===== src/design/lhc_pkg.sv =====
// Package: command codes, field positions, reset values and carrier types of the LCD host port
// What this block does
// - Register select low means RAM data; high means register command byte.
// - RAM data write with extended bank off stores byte at current column and row.
// - First RAM read after address load is a dummy; host discards it.
// - Upper nibble 0 loads 4-bit column; reset zero; reads back at 0.
// - Segment reverse set addresses RAM at 15 minus the column value.
// - Row loads as low nibble (code 2) then high 3 bits (code 3); reset zero.
// - Rows 0 to 0x42 valid; rows 0x40 to 0x42 select icon RAM.
// - Six-bit start line from codes 4 and 5 drives the first common line.
// - Alternation count from codes 6 and 7; value k selects k+1 lines.
// - Count used only with line alternation on; otherwise polarity flips per frame.
// - With display on, all pixels lit forces graphic pixels on and overrides inversion.
// - Icon segments off holds icon outputs at ground.
// - Code 9 holds invert, line alternation, bit swap, segment reverse; reset zero.
// - Segment reverse mirrors column and flips graphic bit order; bit swap set as well cancels the flip.
// - For icon RAM segment reverse remaps column but keeps bit order.
// - Serial data sampled on serial clock rise; eighth rise ends a byte; writes only.
// - With line alternation on, polarity flips every k+1 lines.
package lhc_pkg;
  // ----------------------------------------------------------------
  // Command codes (upper nibble of a register byte)
  // ----------------------------------------------------------------
  localparam logic [3:0] CMD_COL      = 4'h0;
  localparam logic [3:0] CMD_ROW_LO   = 4'h2;
  localparam logic [3:0] CMD_ROW_HI   = 4'h3;
  localparam logic [3:0] CMD_SL_LO    = 4'h4;
  localparam logic [3:0] CMD_SL_HI    = 4'h5;
  localparam logic [3:0] CMD_ALT_LO   = 4'h6;
  localparam logic [3:0] CMD_ALT_HI   = 4'h7;
  localparam logic [3:0] CMD_DC1      = 4'h8;
  localparam logic [3:0] CMD_DC2      = 4'h9;
  localparam logic [3:0] CMD_RD_ADDR  = 4'hc;
  localparam logic [3:0] CMD_BANK     = 4'hf;
  // ----------------------------------------------------------------
  // Reset values and limits
  // ----------------------------------------------------------------
  localparam logic [3:0] RST_NIBBLE   = 4'h0;
  localparam logic [3:0] RST_RD_ADDR  = 4'hc;
  localparam logic [3:0] COL_MAX      = 4'hf;
  localparam logic [6:0] ICON_ROW_LO  = 7'h40;
  localparam logic [2:0] SER_LAST_BIT = 3'h7;
  localparam int         FIFO_DEPTH   = 8;
  // ----------------------------------------------------------------
  // Field positions
  // ----------------------------------------------------------------
  localparam int DC1_ON    = 0;
  localparam int DC1_ALL_PIXELS_LIT = 1;
  localparam int DC1_ICON  = 2;
  localparam int DC1_SCAN  = 3;
  localparam int DC2_REF   = 0;
  localparam int DC2_SWAP  = 1;
  localparam int DC2_LINE_ALT_ENABLE  = 2;
  localparam int DC2_INV   = 3;
  localparam int EXT_INT_R = 0;
  localparam int EXT_BIAS  = 1;
  // ----------------------------------------------------------------
  // Carrier types
  // ----------------------------------------------------------------
  typedef struct packed {
    logic       cs_n;
    logic       rs;
    logic       rd_n;
    logic       wr_n;
    logic       par;
    logic       scl;
    logic       sda;
    logic [7:0] db;
  } lhc_pins_t;

  typedef struct packed {
    logic [6:0] row;
    logic [3:0] col;
    logic [7:0] data;
  } lhc_ram_wr_t;

  typedef enum logic [1:0] {
    ST_IDLE  = 2'b00,
    ST_WRITE = 2'b01,
    ST_READ  = 2'b10
  } lhc_phase_t;
endpackage


===== src/design/lhc_command_regs.sv =====
// Host port, command decoder, display registers and RAM write buffer of the LCD controller
`timescale 1ns/1ns
`default_nettype none

// ------------------------------------------------------------------
// Write buffer
// ------------------------------------------------------------------
module lhc_fifo #(
  parameter int WIDTH = 19,
  parameter int DEPTH = 8
) (
  input  wire logic             clk_i,
  input  wire logic             reset_i,
  input  wire logic             in_valid_i,
  input  wire logic [WIDTH-1:0] in_data_i,
  output logic                  in_ready_o,
  output logic                  out_valid_o,
  output logic      [WIDTH-1:0] out_data_o,
  input  wire logic             out_ready_i
);
  localparam int             AW   = $clog2(DEPTH);
  localparam logic [AW:0]    FULL = (AW+1)'(DEPTH);
  localparam logic [AW-1:0]  LAST = AW'(DEPTH - 1);

  typedef struct packed {
    logic [DEPTH-1:0][WIDTH-1:0] mem;
    logic [AW-1:0]               wp;
    logic [AW-1:0]               rp;
    logic [AW:0]                 cnt;
  } lhc_fifo_st_t;

  lhc_fifo_st_t q;
  lhc_fifo_st_t d;
  logic         push;
  logic         pop;

  assign in_ready_o  = (q.cnt != FULL);
  assign out_valid_o = (q.cnt != '0);
  assign out_data_o  = q.mem[q.rp];

  always_comb begin
    d    = q;
    push = in_valid_i & in_ready_o;
    pop  = out_valid_o & out_ready_i;
    if (push) begin
      d.mem[q.wp] = in_data_i;
      d.wp        = (q.wp == LAST) ? '0 : q.wp + 1'b1;
    end
    if (pop) begin
      d.rp = (q.rp == LAST) ? '0 : q.rp + 1'b1;
    end
    d.cnt = q.cnt + (AW+1)'(push) - (AW+1)'(pop);
  end

  always_ff @(posedge clk_i) begin
    if (reset_i) begin
      q <= '0;
    end else begin
      q <= d;
    end
  end
endmodule

// ------------------------------------------------------------------
// Command interpreter
// ------------------------------------------------------------------
module lhc_command_regs (
  input  wire logic       clk_i,
  input  wire logic       reset_i,
  input  wire logic       chip_sel_n_i,
  input  wire logic       reg_select_i,
  input  wire logic       read_strobe_n_i,
  input  wire logic       write_strobe_n_i,
  input  wire logic       par_mode_i,
  input  wire logic       ser_clk_i,
  input  wire logic       ser_data_i,
  input  wire logic [7:0] db_i,
  output logic      [7:0] db_o,
  output logic            db_oe_o,
  output logic            ram_wr_valid_o,
  output logic      [6:0] ram_wr_row_o,
  output logic      [3:0] ram_wr_col_o,
  output logic      [7:0] ram_wr_data_o,
  input  wire logic       ram_wr_ready_i,
  output logic            ram_rd_req_o,
  output logic      [6:0] ram_rd_row_o,
  output logic      [3:0] ram_rd_col_o,
  input  wire logic [7:0] ram_rd_data_i,
  input  wire logic       line_tick_i,
  input  wire logic       frame_tick_i,
  input  wire logic       graphic_pix_i,
  input  wire logic       icon_pix_i,
  output logic            graphic_drive_o,
  output logic            icon_drive_o,
  output logic            drive_polarity_o,
  output logic      [5:0] first_common_line_o,
  output logic      [5:0] alt_count_o,
  output logic            scan_reverse_o,
  output logic            segment_reverse_o,
  output logic            bit_swap_o,
  output logic            ext_bias_select_o,
  output logic            int_resistor_select_o,
  output logic            overrun_o
);
  typedef struct packed {
    lhc_pkg::lhc_pins_t   s1;
    lhc_pkg::lhc_pins_t   s2;
    lhc_pkg::lhc_pins_t   s3;
    lhc_pkg::lhc_phase_t  phase;
    logic [2:0]           bit_cnt;
    logic [6:0]           shift;
    logic [3:0]           col;
    logic [3:0]           row_lo;
    logic [2:0]           row_hi;
    logic [3:0]           sl_lo;
    logic [1:0]           sl_hi;
    logic [3:0]           alt_lo;
    logic [1:0]           alt_hi;
    logic [3:0]           dc1;
    logic [1:0]           ext;
    logic [3:0]           dc2;
    logic                 bank;
    logic [3:0]           rd_addr;
    logic                 pend_v;
    lhc_pkg::lhc_ram_wr_t pend;
    logic                 out_v;
    lhc_pkg::lhc_ram_wr_t out;
    logic                 rd_req;
    logic [6:0]           rd_row;
    logic [3:0]           rd_col;
    logic                 rd_flip;
    logic [7:0]           rd_buf;
    logic                 db_oe;
    logic [7:0]           db_out;
    logic                 overrun;
    logic                 polarity;
    logic [5:0]           line_cnt;
    logic                 gpix;
    logic                 ipix;
  } lhc_top_st_t;

  lhc_top_st_t          q;
  lhc_top_st_t          d;
  lhc_pkg::lhc_pins_t   pins;
  lhc_pkg::lhc_ram_wr_t fifo_out;
  logic                 fifo_in_ready;
  logic                 fifo_out_valid;
  logic                 fifo_out_ready;
  logic                 byte_v;
  logic                 byte_rs;
  logic [7:0]           byte_d;
  logic [6:0]           row;
  logic [3:0]           col_eff;
  logic                 icon_row;
  logic                 flip;
  logic                 rd_done;

  function automatic logic [7:0] mirror(input logic [7:0] b);
    logic [7:0] r;
    r = '0;
    for (int i = 0; i < 8; i++) begin
      r[i] = b[7-i];
    end
    return r;
  endfunction

  // Register readback nibble at the selected internal address
  function automatic logic [3:0] readback(input lhc_top_st_t s);
    logic [3:0] r;
    r = '0;
    case (s.rd_addr)
      lhc_pkg::CMD_COL:     r = s.col;
      lhc_pkg::CMD_ROW_LO:  r = s.row_lo;
      lhc_pkg::CMD_ROW_HI:  r = {1'b0, s.row_hi};
      lhc_pkg::CMD_SL_LO:   r = s.sl_lo;
      lhc_pkg::CMD_SL_HI:   r = {2'b00, s.sl_hi};
      lhc_pkg::CMD_ALT_LO:  r = s.alt_lo;
      lhc_pkg::CMD_ALT_HI:  r = {2'b00, s.alt_hi};
      lhc_pkg::CMD_DC1:     r = s.bank ? {2'b00, s.ext} : s.dc1;
      lhc_pkg::CMD_DC2:     r = s.dc2;
      lhc_pkg::CMD_RD_ADDR: r = s.rd_addr;
      lhc_pkg::CMD_BANK:    r = {3'b000, s.bank};
      default:              r = '0;
    endcase
    return r;
  endfunction

  // ----------------------------------------------------------------
  // Pin bundle and write buffer
  // ----------------------------------------------------------------
  always_comb begin
    pins      = '0;
    pins.cs_n = chip_sel_n_i;
    pins.rs   = reg_select_i;
    pins.rd_n = read_strobe_n_i;
    pins.wr_n = write_strobe_n_i;
    pins.par  = par_mode_i;
    pins.scl  = ser_clk_i;
    pins.sda  = ser_data_i;
    pins.db   = db_i;
  end

  assign fifo_out_ready = ~q.out_v | ram_wr_ready_i;

  lhc_fifo #(
    .WIDTH ($bits(lhc_pkg::lhc_ram_wr_t)),
    .DEPTH (lhc_pkg::FIFO_DEPTH)
  ) u_fifo (
    .clk_i       (clk_i),
    .reset_i     (reset_i),
    .in_valid_i  (q.pend_v),
    .in_data_i   (q.pend),
    .in_ready_o  (fifo_in_ready),
    .out_valid_o (fifo_out_valid),
    .out_data_o  (fifo_out),
    .out_ready_i (fifo_out_ready)
  );

  // ----------------------------------------------------------------
  // Next state
  // ----------------------------------------------------------------
  always_comb begin
    d       = q;
    d.s1    = pins;
    d.s2    = q.s1;
    d.s3    = q.s2;
    d.rd_req = 1'b0;
    byte_v  = 1'b0;
    byte_rs = q.s2.rs;
    byte_d  = q.s2.db;
    rd_done = 1'b0;
    row      = {q.row_hi, q.row_lo};
    icon_row = (row >= lhc_pkg::ICON_ROW_LO);
    col_eff  = q.dc2[lhc_pkg::DC2_REF] ? lhc_pkg::COL_MAX - q.col : q.col;
    flip     = ~icon_row & (q.dc2[lhc_pkg::DC2_REF] ^ q.dc2[lhc_pkg::DC2_SWAP]);

    // Parallel port: a strobe counts only inside chip select
    unique case (q.phase)
      lhc_pkg::ST_IDLE: begin
        if (q.s2.par && !q.s2.cs_n && !q.s2.wr_n) begin
          d.phase = lhc_pkg::ST_WRITE;
        end else if (q.s2.par && !q.s2.cs_n && !q.s2.rd_n) begin
          d.phase  = lhc_pkg::ST_READ;
          d.db_oe  = 1'b1;
          d.db_out = q.s2.rs ? {4'h0, readback(q)} : q.rd_buf;
        end
      end
      lhc_pkg::ST_WRITE: begin
        if (q.s2.cs_n) begin
          d.phase = lhc_pkg::ST_IDLE;
        end else if (q.s2.wr_n) begin
          byte_v  = 1'b1;
          d.phase = lhc_pkg::ST_IDLE;
        end
      end
      lhc_pkg::ST_READ: begin
        if (q.s2.cs_n || q.s2.rd_n) begin
          d.db_oe = 1'b0;
          d.phase = lhc_pkg::ST_IDLE;
          rd_done = ~q.s2.cs_n & ~q.s2.rs & ~q.bank;
        end
      end
    endcase

    // Serial port: write only, shifted on serial clock rise
    if (q.s2.par || q.s2.cs_n) begin
      d.bit_cnt = '0;
    end else if (q.s2.scl && !q.s3.scl) begin
      d.shift   = {q.shift[5:0], q.s2.sda};
      d.bit_cnt = q.bit_cnt + 3'h1;
      if (q.bit_cnt == lhc_pkg::SER_LAST_BIT) begin
        byte_v = 1'b1;
        byte_d = {q.shift, q.s2.sda};
      end
    end

    // RAM read: fetch after strobe ends, so the next read returns it
    if (rd_done) begin
      d.rd_req  = 1'b1;
      d.rd_row  = row;
      d.rd_col  = col_eff;
      d.rd_flip = flip;
    end
    if (q.rd_req) begin
      d.rd_buf = q.rd_flip ? mirror(ram_rd_data_i) : ram_rd_data_i;
    end

    // Write buffer hand-off
    if (q.pend_v && fifo_in_ready) begin
      d.pend_v = 1'b0;
    end
    if (fifo_out_ready) begin
      d.out_v = fifo_out_valid;
      d.out   = fifo_out;
    end

    // Byte decode
    if (byte_v && !byte_rs) begin
      if (!q.bank) begin
        if (d.pend_v) begin
          d.overrun = 1'b1;
        end else begin
          d.pend_v    = 1'b1;
          d.pend.row  = row;
          d.pend.col  = col_eff;
          d.pend.data = flip ? mirror(byte_d) : byte_d;
        end
      end
    end else if (byte_v) begin
      unique case (byte_d[7:4])
        lhc_pkg::CMD_COL:     d.col    = q.bank ? q.col : byte_d[3:0];
        lhc_pkg::CMD_ROW_LO:  d.row_lo = q.bank ? q.row_lo : byte_d[3:0];
        lhc_pkg::CMD_ROW_HI:  d.row_hi = q.bank ? q.row_hi : byte_d[2:0];
        lhc_pkg::CMD_SL_LO:   d.sl_lo  = q.bank ? q.sl_lo : byte_d[3:0];
        lhc_pkg::CMD_SL_HI:   d.sl_hi  = q.bank ? q.sl_hi : byte_d[1:0];
        lhc_pkg::CMD_ALT_LO:  d.alt_lo = q.bank ? q.alt_lo : byte_d[3:0];
        lhc_pkg::CMD_ALT_HI:  d.alt_hi = q.bank ? q.alt_hi : byte_d[1:0];
        lhc_pkg::CMD_DC1: begin
          if (q.bank) begin
            d.ext = byte_d[1:0];
          end else begin
            d.dc1 = byte_d[3:0];
          end
        end
        lhc_pkg::CMD_DC2:     d.dc2     = q.bank ? q.dc2 : byte_d[3:0];
        lhc_pkg::CMD_RD_ADDR: d.rd_addr = q.bank ? q.rd_addr : byte_d[3:0];
        lhc_pkg::CMD_BANK:    d.bank    = byte_d[0];
        default:              d.bank    = q.bank;
      endcase
    end

    // Drive polarity: per frame, or every k+1 lines
    if (frame_tick_i) begin
      d.line_cnt = '0;
      if (!q.dc2[lhc_pkg::DC2_LINE_ALT_ENABLE]) begin
        d.polarity = ~q.polarity;
      end
    end else if (line_tick_i && q.dc2[lhc_pkg::DC2_LINE_ALT_ENABLE]) begin
      if (q.line_cnt == {q.alt_hi, q.alt_lo}) begin
        d.line_cnt = '0;
        d.polarity = ~q.polarity;
      end else begin
        d.line_cnt = q.line_cnt + 6'h01;
      end
    end

    // Pixel drive
    d.gpix = q.dc1[lhc_pkg::DC1_ON]
           & (q.dc1[lhc_pkg::DC1_ALL_PIXELS_LIT]
           | (graphic_pix_i ^ q.dc2[lhc_pkg::DC2_INV]));
    d.ipix = q.dc1[lhc_pkg::DC1_ICON] & icon_pix_i;
  end

  always_ff @(posedge clk_i) begin
    if (reset_i) begin
      q         <= '0;
      q.s1      <= '1;
      q.s2      <= '1;
      q.s3      <= '1;
      q.phase   <= lhc_pkg::ST_IDLE;
      q.col     <= lhc_pkg::RST_NIBBLE;
      q.dc1     <= lhc_pkg::RST_NIBBLE;
      q.dc2     <= lhc_pkg::RST_NIBBLE;
      q.rd_addr <= lhc_pkg::RST_RD_ADDR;
    end else begin
      q <= d;
    end
  end

  // ----------------------------------------------------------------
  // Outputs
  // ----------------------------------------------------------------
  assign db_o                  = q.db_out;
  assign db_oe_o               = q.db_oe;
  assign ram_wr_valid_o        = q.out_v;
  assign ram_wr_row_o          = q.out.row;
  assign ram_wr_col_o          = q.out.col;
  assign ram_wr_data_o         = q.out.data;
  assign ram_rd_req_o          = q.rd_req;
  assign ram_rd_row_o          = q.rd_row;
  assign ram_rd_col_o          = q.rd_col;
  assign graphic_drive_o       = q.gpix;
  assign icon_drive_o          = q.ipix;
  assign drive_polarity_o      = q.polarity;
  assign first_common_line_o   = {q.sl_hi, q.sl_lo};
  assign alt_count_o           = {q.alt_hi, q.alt_lo};
  assign scan_reverse_o        = q.dc1[lhc_pkg::DC1_SCAN];
  assign segment_reverse_o     = q.dc2[lhc_pkg::DC2_REF];
  assign bit_swap_o            = q.dc2[lhc_pkg::DC2_SWAP];
  assign ext_bias_select_o     = q.ext[lhc_pkg::EXT_BIAS];
  assign int_resistor_select_o = q.ext[lhc_pkg::EXT_INT_R];
  assign overrun_o             = q.overrun;
endmodule

`default_nettype wire


===== config.mk =====
export PLATFORM = sky130hd
export DESIGN_NAME = lhc_command_regs
export DESIGN_NICKNAME = d
export VERILOG_FILES = /design/src/design/lhc_pkg.sv /design/src/design/lhc_command_regs.sv
export SDC_FILE = /design/constraint.sdc
export NUM_CORES = 1
export LEC_CHECK = 0
export BUFFER_PORTS_ARGS = -buffer_cell sky130_fd_sc_hd__buf_4
export CELL_PAD_IN_SITES_DETAIL_PLACEMENT = 1
export CELL_PAD_IN_SITES_GLOBAL_PLACEMENT = 2
export CORE_UTILIZATION = 42
export DETAILED_ROUTE_END_ITERATION = 7
export GPL_TIMING_DRIVEN = 1
export PLACE_DENSITY = 0.83
export RECOVER_POWER = 100
export SETUP_SLACK_MARGIN = 0.02
export SYNTH_ARGS = -nofsm -noshare
export SYNTH_HDL_FRONTEND = slang
export SYNTH_SLANG_ARGS = --single-unit

===== constraint.sdc =====
create_clock -name clk_i -period 4.7 [get_ports clk_i]
set_input_delay 0.47 -clock clk_i [delete_from_list [all_inputs] [get_ports clk_i]]
set_output_delay 0.47 -clock clk_i [all_outputs]
set_load 0.05 [all_outputs]

==> results_dict.tcl <==
set metrics [dict create \
    crit_slowest_cell "nand2b_1" \
    rows 67 \
    first_pass_iters 4 \
    wl_per_cell_microns 19.0 \
    startpoint_type "flip-flop" \
    gp_congestion 0.808 \
    yosys_warnings 0 \
    diodes 0 \
    min-delay-start "db_i[7]" \
    antenna_found_initial 0 \
    p_total_mw 6.83 \
    arrival_ns 3.88 \
    fmax_mhz 282 \
    clock_latency_ns 0.53 \
    crit_required_ns 5.04 \
    drive_gt1_share_pct 12.4 \
    tightest_slew_ns 1.90 \
    r2r_cells 9 \
    syn_area_per_cell_sq_um 9.55 \
    violations "capacitance limit, slew limit" \
    maxSlewHeadroom_pct -26.7 \
    clockBufferDepth 3 \
    path_class "reg -> reg" \
    synth_edf_count 0 \
    nets 1540 \
    drv_slew 280 \
    maxCapViolations 11 \
    crit_family "simple AND/OR/NAND/NOR gates" \
    min_period_ns 3.54 \
    via_per_inst 5.38 \
    die_w_microns 188 \
    slowest_delay_ns 1.23 \
    cellPowerDensity_nw_per_um2 427 \
    final-setup-viol-count 0 \
    grt_pass1_vias 10900 \
    grt_pass1_wl_microns 59700 \
    cts_tree "built" \
    p_leak_nw 6.44 \
    outcome "finished with violations" \
    cp_max_fo 40 \
    ir_drop_uv 221 \
    start_util_pct 43.0 \
    crit_chain "nand2b_1, a21boi_0, ha_1, inv_1, ha_1, a21o_1, a21oi_1, xnor2_1, nor2_1" \
    rr_startpoint "ram_wr_valid_o" \
    cpMostUsedCell "ha_1" \
    area_growth_pct 10.2 \
    final_cell_mix "dfxtp_1 (322), nor2_1 (252), mux2i_1 (252)" \
    cts_sinks 323 \
    hp-class "in -> reg" \
    coreArea_sq_um 33800 \
    cts_root_buf "clkbuf_16" \
    ctsResizeCount 0 \
    crit_buf_inv 1 \
    final-seq-area_sq_um 6470 \
    ys.flop_type "dfxtp_1" \
    synthCells 1522 \
    die_area_sq_um 35300 \
    grt-ovfl-total 0 \
    hold_slack_ns 0.123 \
    layout_commonest_cell "dfxtp_1" \
    cp-startpoint "ram_wr_valid_o" \
    totalWireLength_microns 37300 \
    finalSetupTns_ns 0 \
    ys_ff_latch 323 \
    fin_skew_ns 0.0176 \
    grt_max_degree 183 \
    nFillCells 3841 \
    hold_violations 0 \
    postCtsHoldBufs 0 \
    rsz0062_at_grt "no" \
    synth_seq_area_share_pct 44.5 \
    whs_path_depth 2 \
    clkTransAtPathRegs_ns 0.06 \
    synthesis.nets 1570 \
    port_buffers 91 \
    drc 0 \
    cts_made_buffers 37 \
    min_to "d[152]" \
    multi_input_area_sq_um 7080 \
    ant_nets 0 \
    r2r_slack_ns 1.16 \
    dp_hpwl_microns 23400 \
    syn_area_sq_um 14500 \
    period_share_pct 75.4 \
    r2r_end "u_fifo.q[3]" \
    cp-end-kind "flip-flop" \
    htreeDepth 2 \
    die_y_microns 188 \
    ys_async_sr_fraction_pct 0 \
    pin_count 92 \
    drt_iter0_markers 486 \
    grtUsageTotal_pct 21.0 \
    synth_cell_types 67 \
    vias 10600 \
    postCtsSetupBuffers 0 \
]
==> final cells by class <==
| cell class | count | area share [%] |
|---|---|---|
| timing repair buffer | 109 | 3.45 |
| sequential | 323 | 40.4 |
| tap | 448 | 3.50 |
| clock buffer | 46 | 6.37 |
| clock inverter | 21 | 1.70 |
| inverter | 18 | 0.422 |
| multi-input combinational | 1003 | 44.2 |
==> logic make-up after synthesis <==
kind of cell / Yosys count / share of synthesized area, %
adders and majority gates: 18 / 1.60
buffers and inverters: 196 / 6.77
AOI/OAI and AO/OA: 218 / 10.2
muxes: 298 / 20.9
DFF: 323 / 44.5
xor gates and xnor gates: 22 / 1.33
and+or+nand+nor: 447 / 14.7
==> per-stage QoR <==
step | worst slack, ns | instances | cell area [sq um] | utilization [%]
3_5_place_dp | 1.65 | 1901 | 15000 | 44.5
5_1_grt | 0.834 | 1968 | 16000 | 47.4
2_1_floorplan | 2.46 | 1522 | 14500 | -
4_1_cts | 1.77 | 1968 | 16300 | 48.4
6_report | 1.16 | 1968 | 16000 | 47.4
3_3_place_gp | 1.70 | 1901 | 15000 | 44.5
==> metal layers <==
metal	vias up	routed length, microns	track usage [%]
li1	5168	-	-
met1	5246	17100	27.0
met2	129	18200	36.7
met3	53	1000	2.43
met4	0	985	6.50
met5	-	0	0
==> how the worst max path moves through the flow <==
stage	end	slack, ns	cells after the start
3_3_place_gp	u_fifo.q[3]	1.70	10
3_5_place_dp	u_fifo.q[3]	1.65	10
6_report	u_fifo.q[3]	1.16	9
5_1_grt	u_fifo.q[3]	0.83	9
2_1_floorplan	u_fifo.q[2]	2.46	8
4_1_cts	q[81]	1.77	5
==> power breakdown <==
group	switching, mW	internal, mW
clock network	1.18	1.83
logic	0.519	0.339
registers	0.151	2.81
==> synth_stat cells (all sizes together), types with 4 or more instances <==
cell type	n	share of area, %
nand3b	8	0.41
xor2	13	0.78
xnor2	9	0.54
a211oi	21	1.1
nor2b	5	0.22
dfxtp	323	44
o21ai	33	1.2
nor4	4	0.17
buf	84	3.8
nand3	9	0.34
and2	4	0.17
a22oi	19	0.98
nand2	41	1.1
clkbuf	94	2.5
o22ai	9	0.39
mux2i	252	17
mux2	46	3.6
or2	35	1.5
nand2b	42	1.8
a21boi	22	1.2
nand4	5	0.22
nor2	253	6.6
a311oi	31	1.9
nor3	10	0.45
ha	17	1.5
and3	8	0.34
inv	16	0.41
a21oi	59	2.0
nand4b	6	0.36
==> registers in the layout, indices dropped and copies added, names as in the netlist, 4 cells and up <==
signal,cells
alt_count_o,6
d,29
db_o,8
first_common_line_o,6
q,69
ram_rd_col_o,4
ram_rd_row_o,7
ram_wr_col_o,4
ram_wr_data_o,8
ram_wr_row_o,7
u_fifo.q,162
Note: power is estimated with default switching activity, not from simulation.
